### src/gpio_pkg.sv
// Package with the register map, field layouts and reset values of the GPIO ports
package gpio_pkg;

    // Pin organisation: two full ports and one five-bit port
    localparam int PORT_COUNT      = 3;
    localparam int PORT_WIDTH      = 8;
    localparam int PIN_COUNT       = 21;
    localparam int FLAT_WIDTH      = PORT_COUNT * PORT_WIDTH;
    localparam int PORT_TWO_WIDTH  = 5;

    // Bits that exist as pins in the flat 24-bit layout
    localparam logic [23:0] PIN_VALID_MASK = 24'h1fffff;
    // Pins with pull capability (second port pins 0 and 1 have none)
    localparam logic [23:0] PULL_CAPABLE   = 24'h1ffcff;

    // Register bus geometry
    localparam int ADDR_WIDTH = 5;
    localparam int DATA_WIDTH = 8;

    // Register offsets, one per port for the per-pin groups
    localparam logic [4:0] ADDR_PORT_DATA      = 5'h00;
    localparam logic [4:0] ADDR_FUNCTION_SEL   = 5'h03;
    localparam logic [4:0] ADDR_DIRECTION      = 5'h06;
    localparam logic [4:0] ADDR_INPUT_MODE     = 5'h09;
    localparam logic [4:0] ADDR_PIN_IRQ_EN     = 5'h0c;
    localparam logic [4:0] ADDR_PIN_IRQ_FLAG   = 5'h0f;
    localparam logic [4:0] ADDR_EDGE_CONTROL   = 5'h12;
    localparam logic [4:0] ADDR_COMMON_IRQ_EN  = 5'h13;
    localparam logic [4:0] ADDR_PULL_DIRECTION = 5'h14;

    // Edge control fields: 1 selects falling edge, 0 rising edge
    localparam int EDGE_PORT_ZERO     = 0;
    localparam int EDGE_PORT_ONE_LOW  = 1;
    localparam int EDGE_PORT_ONE_HIGH = 2;
    localparam int EDGE_PORT_TWO      = 3;

    // Reset values
    localparam logic [23:0] RESET_PIN_REG   = 24'h000000;
    localparam logic [7:0]  RESET_EDGE_CTL  = 8'h00;
    localparam logic [2:0]  RESET_COMMON_EN = 3'h0;
    localparam logic [2:0]  RESET_PULL_DIR  = 3'h0;
    localparam logic [7:0]  RESET_READ_DATA = 8'h00;

    // Sleep mode encodings on the power-management input
    typedef enum logic [1:0] {
        GPIO_ACTIVE      = 2'h0,
        GPIO_SLEEP_ONE   = 2'h1,
        GPIO_SLEEP_TWO   = 2'h2,
        GPIO_SLEEP_THREE = 2'h3
    } gpio_sleep_type;

endpackage

### src/gpio_ports.sv
// GPIO block: three ports of pins with direction, function select, pulls and edge interrupts
//
// Decided for this implementation: the register offsets and the strobed register port.
`timescale 1ns/1ps

module gpio_ports
    import gpio_pkg::*;
(
    input  wire logic                  mclk,
    input  wire logic                  reset,
    // Register port
    input  wire logic [ADDR_WIDTH-1:0] regAddr,
    input  wire logic [DATA_WIDTH-1:0] regWriteData,
    input  wire logic                  regWrite,
    input  wire logic                  regRead,
    input  wire logic                  regReadModify,
    output logic      [DATA_WIDTH-1:0] regReadData,
    // Power management
    input  wire logic [1:0]            sleepMode,
    // Pins
    input  wire logic [PIN_COUNT-1:0]  pinIn,
    output logic      [PIN_COUNT-1:0]  pinOut,
    output logic      [PIN_COUNT-1:0]  pinOe,
    output logic      [PIN_COUNT-1:0]  pinPullUp,
    output logic      [PIN_COUNT-1:0]  pinPullDown,
    // Peripheral side
    input  wire logic [PIN_COUNT-1:0]  periphOut,
    input  wire logic [PIN_COUNT-1:0]  periphOe,
    output logic      [PIN_COUNT-1:0]  periphIn,
    // Interrupt requests toward the CPU
    output logic      [PORT_COUNT-1:0] portIrq,
    output logic                       wakeRequest
);

    // Per-pin configuration, flat layout with port p at bits 8p+7..8p
    logic [FLAT_WIDTH-1:0] portData;
    logic [FLAT_WIDTH-1:0] functionSel;
    logic [FLAT_WIDTH-1:0] direction;
    logic [FLAT_WIDTH-1:0] inputMode;
    logic [FLAT_WIDTH-1:0] pinIrqEnable;
    logic [FLAT_WIDTH-1:0] pinIrqFlag;
    logic [DATA_WIDTH-1:0] edgeControl;
    logic [PORT_COUNT-1:0] commonIrqEnable;
    logic [PORT_COUNT-1:0] pullDirection;

    // Synchroniser stages and previous level for edge detection
    logic [PIN_COUNT-1:0]  syncFirst;
    logic [PIN_COUNT-1:0]  syncSecond;
    logic [PIN_COUNT-1:0]  syncPrevious;

    // Geometry checks: the flat layout, masks and bus lanes assume these sizes
    if (PORT_COUNT != 3) begin : g_port_count_check
        $error("Block is laid out for exactly three ports");
    end
    if (PIN_COUNT != 2 * PORT_WIDTH + PORT_TWO_WIDTH) begin : g_pin_count_check
        $error("Pin count must match two full ports and a short one");
    end
    if (FLAT_WIDTH != PORT_COUNT * PORT_WIDTH) begin : g_flat_check
        $error("Flat layout must hold every port at full width");
    end
    if (DATA_WIDTH != PORT_WIDTH) begin : g_lane_check
        $error("One register must hold exactly one port");
    end
    if (ADDR_WIDTH < 5) begin : g_addr_check
        $error("Register map needs five address bits");
    end

    // Address decode: which register group and which port
    wire logic             isData     = regAddr >= ADDR_PORT_DATA
                                        && regAddr < ADDR_FUNCTION_SEL;
    wire logic             isSel      = regAddr >= ADDR_FUNCTION_SEL
                                        && regAddr < ADDR_DIRECTION;
    wire logic             isDir      = regAddr >= ADDR_DIRECTION
                                        && regAddr < ADDR_INPUT_MODE;
    wire logic             isInp      = regAddr >= ADDR_INPUT_MODE
                                        && regAddr < ADDR_PIN_IRQ_EN;
    wire logic             isIen      = regAddr >= ADDR_PIN_IRQ_EN
                                        && regAddr < ADDR_PIN_IRQ_FLAG;
    wire logic             isIfg      = regAddr >= ADDR_PIN_IRQ_FLAG
                                        && regAddr < ADDR_EDGE_CONTROL;
    wire logic             isEdge     = regAddr == ADDR_EDGE_CONTROL;
    wire logic             isCommon   = regAddr == ADDR_COMMON_IRQ_EN;
    wire logic             isPullDir  = regAddr == ADDR_PULL_DIRECTION;

    // Port index inside a group; the group base is subtracted
    wire logic [4:0]       groupBase  = isData ? ADDR_PORT_DATA
                                      : isSel  ? ADDR_FUNCTION_SEL
                                      : isDir  ? ADDR_DIRECTION
                                      : isInp  ? ADDR_INPUT_MODE
                                      : isIen  ? ADDR_PIN_IRQ_EN
                                      : ADDR_PIN_IRQ_FLAG;
    wire logic [4:0]       portDelta  = regAddr - groupBase;
    wire logic [1:0]       portIndex  = portDelta[1:0];

    // Write data placed at the addressed port, with a lane mask
    // Bit offset of the addressed port; a four-bit product would wrap port two onto zero
    wire logic [4:0]       laneShift  = {portIndex, 3'h0};
    wire logic [FLAT_WIDTH-1:0] laneMask =
        (FLAT_WIDTH'(8'hff) << laneShift) & PIN_VALID_MASK;
    wire logic [FLAT_WIDTH-1:0] laneData =
        FLAT_WIDTH'(regWriteData) << laneShift;

    wire logic             wrData     = regWrite && isData;
    wire logic             wrSel      = regWrite && isSel;
    wire logic             wrDir      = regWrite && isDir;
    wire logic             wrInp      = regWrite && isInp;
    wire logic             wrIen      = regWrite && isIen;
    wire logic             wrIfg      = regWrite && isIfg;
    wire logic             wrEdge     = regWrite && isEdge;
    wire logic             wrCommon   = regWrite && isCommon;
    wire logic             wrPullDir  = regWrite && isPullDir;

    // Lane merge for the per-pin groups: only the addressed port's real pins change
    wire logic [FLAT_WIDTH-1:0] keepMask          = ~laneMask;
    wire logic [FLAT_WIDTH-1:0] laneBits          = laneData & laneMask;
    wire logic [FLAT_WIDTH-1:0] next_portData     = (portData & keepMask) | laneBits;
    wire logic [FLAT_WIDTH-1:0] next_functionSel  = (functionSel & keepMask) | laneBits;
    wire logic [FLAT_WIDTH-1:0] next_direction    = (direction & keepMask) | laneBits;
    wire logic [FLAT_WIDTH-1:0] next_inputMode    = (inputMode & keepMask) | laneBits;
    wire logic [FLAT_WIDTH-1:0] next_pinIrqEnable = (pinIrqEnable & keepMask) | laneBits;

    // Sleep is any mode other than active
    wire logic             asleep     = sleepMode != GPIO_ACTIVE;

    // Edge polarity expanded to one bit per pin from the shared register
    wire logic [PIN_COUNT-1:0] fallingSel = {
        {PORT_TWO_WIDTH{edgeControl[EDGE_PORT_TWO]}},
        {4{edgeControl[EDGE_PORT_ONE_HIGH]}},
        {4{edgeControl[EDGE_PORT_ONE_LOW]}},
        {PORT_WIDTH{edgeControl[EDGE_PORT_ZERO]}}
    };

    // Edge detect on synchronised levels, every pin whatever its role
    wire logic [PIN_COUNT-1:0] risingSeen  = syncSecond & ~syncPrevious;
    wire logic [PIN_COUNT-1:0] fallingSeen = ~syncSecond & syncPrevious;
    wire logic [PIN_COUNT-1:0] edgeSeen    =
        (fallingSel & fallingSeen) | (~fallingSel & risingSeen);

    // Flags: software writes clear by zero, keep by one; a new edge always wins
    wire logic [FLAT_WIDTH-1:0] flagKeep =
        wrIfg ? (~laneMask | laneData) : {FLAT_WIDTH{1'b1}};
    wire logic [FLAT_WIDTH-1:0] next_pinIrqFlag =
        ((pinIrqFlag & flagKeep) | FLAT_WIDTH'(edgeSeen)) & PIN_VALID_MASK;

    // Port request: common enable and some flagged pin with its own enable
    wire logic [FLAT_WIDTH-1:0] flagEnabled = pinIrqFlag & pinIrqEnable;
    wire logic [PORT_COUNT-1:0] next_portIrq = {
        commonIrqEnable[2] && (|flagEnabled[23:16]),
        commonIrqEnable[1] && (|flagEnabled[15:8]),
        commonIrqEnable[0] && (|flagEnabled[7:0])
    };

    // Pin drive: general-purpose data and direction, or the peripheral's own
    wire logic [PIN_COUNT-1:0] selPin  = functionSel[PIN_COUNT-1:0];
    wire logic [PIN_COUNT-1:0] dirPin  = direction[PIN_COUNT-1:0];
    wire logic [PIN_COUNT-1:0] next_pinOut =
        (selPin & periphOut) | (~selPin & portData[PIN_COUNT-1:0]);
    wire logic [PIN_COUNT-1:0] next_pinOe  =
        (selPin & periphOe) | (~selPin & dirPin);

    // Pulls only on general-purpose inputs of capable pins not three-stated
    wire logic [PIN_COUNT-1:0] pullAllowed =
        ~selPin & ~dirPin & ~inputMode[PIN_COUNT-1:0]
        & PULL_CAPABLE[PIN_COUNT-1:0];
    wire logic [PIN_COUNT-1:0] pullDownPin = {
        {PORT_TWO_WIDTH{pullDirection[2]}},
        {PORT_WIDTH{pullDirection[1]}},
        {PORT_WIDTH{pullDirection[0]}}
    };
    wire logic [PIN_COUNT-1:0] next_pinPullUp   = pullAllowed & ~pullDownPin;
    wire logic [PIN_COUNT-1:0] next_pinPullDown = pullAllowed & pullDownPin;

    // Read data selection; unmapped offsets read zero
    wire logic [FLAT_WIDTH-1:0] pinLevels = FLAT_WIDTH'(syncSecond);
    wire logic [FLAT_WIDTH-1:0] dataView  =
        regReadModify ? portData : pinLevels;
    wire logic [FLAT_WIDTH-1:0] groupView =
          isData ? dataView
        : isSel  ? functionSel
        : isDir  ? direction
        : isInp  ? inputMode
        : isIen  ? pinIrqEnable
        : pinIrqFlag;
    wire logic [FLAT_WIDTH-1:0] groupShift = groupView >> laneShift;
    wire logic                  inGroup    =
        (isData || isSel || isDir || isInp || isIen || isIfg) && portIndex < 2'd3;
    wire logic [DATA_WIDTH-1:0] next_regReadData =
          inGroup   ? groupShift[DATA_WIDTH-1:0]
        : isEdge    ? edgeControl
        : isCommon  ? DATA_WIDTH'(commonIrqEnable)
        : isPullDir ? DATA_WIDTH'(pullDirection)
        : RESET_READ_DATA;

    // Two-stage synchroniser; the first stage feeds only the second
    always_ff @(posedge mclk) begin
        syncFirst    <= pinIn;
        syncSecond   <= syncFirst;
        syncPrevious <= syncSecond;
    end

    // Data register: a write stores the value driven when the pin is an output
    always_ff @(posedge mclk) begin
        if (reset) begin
            portData <= RESET_PIN_REG;
        end else if (wrData) begin
            portData <= next_portData;
        end
    end

    // Function select and direction come up general-purpose input
    always_ff @(posedge mclk) begin
        if (reset) begin
            functionSel <= RESET_PIN_REG;
            direction   <= RESET_PIN_REG;
        end else begin
            if (wrSel) begin
                functionSel <= next_functionSel;
            end
            if (wrDir) begin
                direction <= next_direction;
            end
        end
    end

    // Input mode clear at reset means pull-up on every capable input
    always_ff @(posedge mclk) begin
        if (reset) begin
            inputMode     <= RESET_PIN_REG;
            pullDirection <= RESET_PULL_DIR;
        end else begin
            if (wrInp) begin
                inputMode <= next_inputMode;
            end
            if (wrPullDir) begin
                pullDirection <= regWriteData[PORT_COUNT-1:0];
            end
        end
    end

    // Interrupt enables and edge selection
    always_ff @(posedge mclk) begin
        if (reset) begin
            pinIrqEnable    <= RESET_PIN_REG;
            edgeControl     <= RESET_EDGE_CTL;
            commonIrqEnable <= RESET_COMMON_EN;
        end else begin
            if (wrIen) begin
                pinIrqEnable <= next_pinIrqEnable;
            end
            if (wrEdge) begin
                edgeControl <= regWriteData;
            end
            if (wrCommon) begin
                commonIrqEnable <= regWriteData[PORT_COUNT-1:0];
            end
        end
    end

    // Flags keep catching edges during sleep, so a pin can wake the chip
    always_ff @(posedge mclk) begin
        if (reset) begin
            pinIrqFlag <= RESET_PIN_REG;
        end else begin
            pinIrqFlag <= next_pinIrqFlag;
        end
    end

    // Interrupt and wake outputs; wake uses the same gating as the CPU request
    always_ff @(posedge mclk) begin
        if (reset) begin
            portIrq     <= RESET_COMMON_EN;
            wakeRequest <= 1'b0;
        end else begin
            portIrq     <= next_portIrq;
            wakeRequest <= asleep && (|next_portIrq);
        end
    end

    // Pad controls are frozen while asleep; the peripherals may be unclocked then
    always_ff @(posedge mclk) begin
        if (reset) begin
            pinOut      <= '0;
            pinOe       <= '0;
            pinPullUp   <= PULL_CAPABLE[PIN_COUNT-1:0];
            pinPullDown <= '0;
        end else if (!asleep) begin
            pinOut      <= next_pinOut;
            pinOe       <= next_pinOe;
            pinPullUp   <= next_pinPullUp;
            pinPullDown <= next_pinPullDown;
        end
    end

    // Peripherals always see the synchronised pin level
    always_ff @(posedge mclk) begin
        periphIn <= syncSecond;
    end

    // Read data stands in the cycle after the read strobe only
    always_ff @(posedge mclk) begin
        if (reset) begin
            regReadData <= RESET_READ_DATA;
        end else if (regRead) begin
            regReadData <= next_regReadData;
        end else begin
            regReadData <= RESET_READ_DATA;
        end
    end

endmodule

### config.mk
export PLATFORM = sky130hd
export DESIGN_NAME = gpio_ports
export DESIGN_NICKNAME = d
export VERILOG_FILES = /design/src/gpio_pkg.sv /design/src/gpio_ports.sv
export SDC_FILE = /design/constraint.sdc
export NUM_CORES = 1
export LEC_CHECK = 0
export ABC_AREA = 1
export CORE_UTILIZATION = 25
export CTS_CLUSTER_SIZE = 8
export DETAILED_ROUTE_END_ITERATION = 8
export DONT_BUFFER_PORTS = 1
export PLACE_DENSITY = 0.41
export SETUP_SLACK_MARGIN = 0.3
export SLEW_MARGIN = 15
export SYNTH_ARGS = -nofsm -noshare
export SYNTH_HDL_FRONTEND = slang
export SYNTH_SLANG_ARGS = --single-unit
### constraint.sdc
create_clock -name mclk -period 5.4 [get_ports mclk]
set_input_delay 1.08 -clock mclk [delete_from_list [all_inputs] [get_ports mclk]]
set_output_delay 1.08 -clock mclk [all_outputs]
set_load 0.02 [all_outputs]
==> metrics.csv <==
stage;metric;value;unit
outcome;status;finished, final reports clean;
timing;slew_viol_final;0;
detailed_routing;finalWirelength;49.2;mm
global_route;antenna_found_initial;4;
timing;relSlewSlack;30.9;%
min_path;hp-class;flip-flop to flip-flop;
detailed_routing;drtIter0Drc;887;
place;dp_hpwl;36.2;mm
power;p_leak;5.60;nW
critical_path;path_class;input pin to flip-flop;
synthesis;ys_ff_latch;295;
detailed_routing;vias;10800;
place;portBuffers;0;
clock_network;cts_resized;0;
timing;rsz0062_at_grt;false;
detailed_routing;first_pass_iters;5;
timing;worstMarginPinSlew;1.03;ns
finish;area_growth;13.0;%
critical_path;startpoint_type;input pin;
synthesis;synthTopCellsByArea;dfxtp_1 48%, nand2_1 12%, o21ai_0 7.2%;
run;maxCapViolations;0;
critical_path;slowest_stage;nand3_2;
synthesis;synth_area_leader_cell;dfxtp_1;
place;place_congestion;0.899;
timing;fmax;306;MHz
timing;final.setup_skew;0.0202;ns
synthesis;syn_inst;1665;
timing;setup_viol;0;
synthesis;dominantRegCellSynth;dfxtp_1;
place;dpl_cell_area;0.0127;mm^2
floorplanning;die_h;223;um
floorplanning;start_util;25.5;%
detailed_routing;wire_per_inst;21.7;um
timing;period_minus_slack;3.26;ns
critical_path;reg2reg_slack;3.70;ns
detailed_routing;vias_per_cell;4.79;
synthesis;ys.warnings.count;0;
floorplanning;io_pins;200;
global_route;grt_max_degree;105;
power;p_int;3.80;mW
finish;final_nets;1724;
clock_network;cts_buffer_depth;3;
synthesis;syn_avg_cell_area;7.36;um^2
power;seqPwrFrac;45.4;%
clock_network;cts_root_buf;clkbuf_16;
floorplanning;die_width;223;um
clock_network;cts_sinks;295;
clock_network;clk_pin_slew_worst_paths;0.05;ns
global_route;grt_pass1_vias;10200;
floorplanning;rows;80;
clock_network;cts_hold_buffers;0;
global_route;grt_overflow;0;
clock_network;clock_latency;0.56;ns
floorplanning;die_area;0.0499;mm^2
finish;drive_gt1_share;6.08;%
power;irDropWorstVdd;0.000225;V
synthesis;synth_top_area_share;48.2;%
clock_network;post-cts-setup-buffers;0;
timing;hold_violations;0;
synthesis;synthesis.area;0.0123;mm^2
power;p_sw_share;26.3;%
timing;tns;0;ns
critical_path;arrival;3.70;ns
power;p_per_area;372;mW/mm^2
synthesis;synth-edff-count;0;
finish;fin_area;0.0139;mm^2
detailed_routing;ant_nets;0;
global_route;grt_pass1_wl;71.5;mm
floorplanning;core_area;0.0480;mm^2
critical_path;worstSetupEndpointType;flip-flop;
global_route;grtUsageTotal;19.6;%
clock_network;h-tree-depth;2;
timing;min_period_over_period;60.4;%
critical_path;crit_path_max_fanout;26;
critical_path;crit_required;5.84;ns
critical_path;path_cells;nand2_1 > nand3_2 > inv_1 > nor2_1 > ha_1 > inv_1 > nand2_1 > nand2_1 > inv_1 > nand3_1 > nand2_1 > inv_1;
power;pwr-share-clk;46.6;%
clock_network;cts_buffers;43;
clock_network;cts_tree;done;
critical_path;slowest_delay;0.50;ns
power;switchingPower;1.36;mW
power;p_comb_share;8.0;%
synthesis;ys_seq_area_share;48.2;%
synthesis;synthArstFlopShare;0;%
detailed_routing;drc;0;
synthesis;yosysUniqueCellTypes;38;
==> layout make-up <==
| type | count | area [um^2] |
|---|---|---|
| diodes | 1 | 2.50 |
| clock buffers | 50 | 1120 |
| multi-input cells | 1105 | 5270 |
| repair buffers | 12 | 90.1 |
| flip-flops and latches | 295 | 5910 |
| inverters | 183 | 687 |
| fillers | 5281 | 34200 |
| clock inverters | 1 | 8.76 |
| well taps | 615 | 769 |
==> power by group through the flow <==
stage | Clock (mW) | Combinational [mW] | Sequential, mW
after floorplan | 0 | 0.310 | 2.36
after global placement | 0 | 0.409 | 2.38
after detailed placement | 0 | 0.411 | 2.38
after CTS | 2.48 | 0.412 | 2.34
after global routing | 2.56 | 0.461 | 2.35
final | 2.40 | 0.412 | 2.34
==> kinds of logic (layout without fill, tap and decap cells) <==
group | Yosys count | in the layout | share of synthesized area, %
and+or+nand+nor | 676 | 676 | 22.7
adders and majority gates | 1 | 1 | 0.102
buffers and inverters | 268 | 246 | 9.05
AOI/OAI and AO/OA | 419 | 419 | 19.5
DFF | 295 | 295 | 48.2
other | 1 | 5 | 0.0306
muxes | 5 | 5 | 0.408
==> worst paths after layout <==
path              depth (start not counted)                   endpoint                     start
hold reg to reg                           0     syncSecond[19]$_DFF_P_     syncFirst[19]$_DFF_P_
setup / recovery                         12  regReadData[6]$_SDFF_PP0_                regAddr[1]
hold / removal                            0     syncSecond[19]$_DFF_P_     syncFirst[19]$_DFF_P_
setup reg to reg                          7     wakeRequest$_SDFF_PP0_  pinIrqFlag[4]$_SDFF_PP0_
==> per-stage QoR <==
stage	utilization, %	total power [mW]	cells	hold slack, ns	setup slack [ns]
4_1_cts	28.8	5.23	2261	0.323	2.18
3_5_place_dp	26.5	2.80	2210	0.312	1.59
5_1_grt	28.8	5.37	2261	0.328	1.85
2_1_floorplan	-	2.67	1668	0.310	2.08
6_report	28.8	5.15	2262	0.322	2.14
3_3_place_gp	26.5	2.79	2210	0.316	1.60
==> per-layer routing <==
layer | vias to the layer above | track usage, % | wire length [um]
met5 | - | 0 | 30
met4 | 4 | 5.66 | 1120
met3 | 69 | 5.48 | 3700
met2 | 358 | 28.8 | 20800
met1 | 5012 | 27.5 | 23500
li1 | 5381 | - | -
==> cells in the mapped netlist (2+ instances only) <==
cell,instances
nand2_1,390
dfxtp_1,295
nor2_1,186
o21ai_0,176
inv_1,173
a21oi_1,145
nand3_1,55
clkbuf_1,53
a211oi_1,44
a22oi_1,19
a32o_1,19
buf_4,12
buf_2,11
nand2_2,10
inv_2,9
nand4_1,8
buf_6,6
nor2_2,6
o211ai_1,6
mux2i_1,5
nor3_1,5
buf_1,3
nand2_4,3
nor2_4,3
or2_2,3
a221oi_1,2
a22o_1,2
nand3_2,2
nand3b_1,2
nor2_8,2
o21ai_1,2
o31ai_1,2
==> worst max-delay path: cells and delay by family <==
| kind | cells | cell delay [ns] |
|---|---|---|
| fa+ha+maj | 1 | 0.45 |
| simple gates | 7 | 1.40 |
| buf+inv | 4 | 0.76 |
==> cell usage in the layout, fill, tap and decap left out, drive strengths merged, types with 2 or more instances in the layout <==
cell type / instances
nand2: 403
dfxtp: 295
nor2: 197
inv: 183
o21ai: 178
a21oi: 145
nand3: 57
clkbuf: 50
a211oi: 44
a22oi: 19
a32o: 19
buf: 12
nand4: 9
o211ai: 6
mux2i: 5
nor3: 5
conb: 4
or2: 3
nand3b: 2
a22o: 2
a221oi: 2
o31ai: 2
Power figures use the tool's default switching activity.
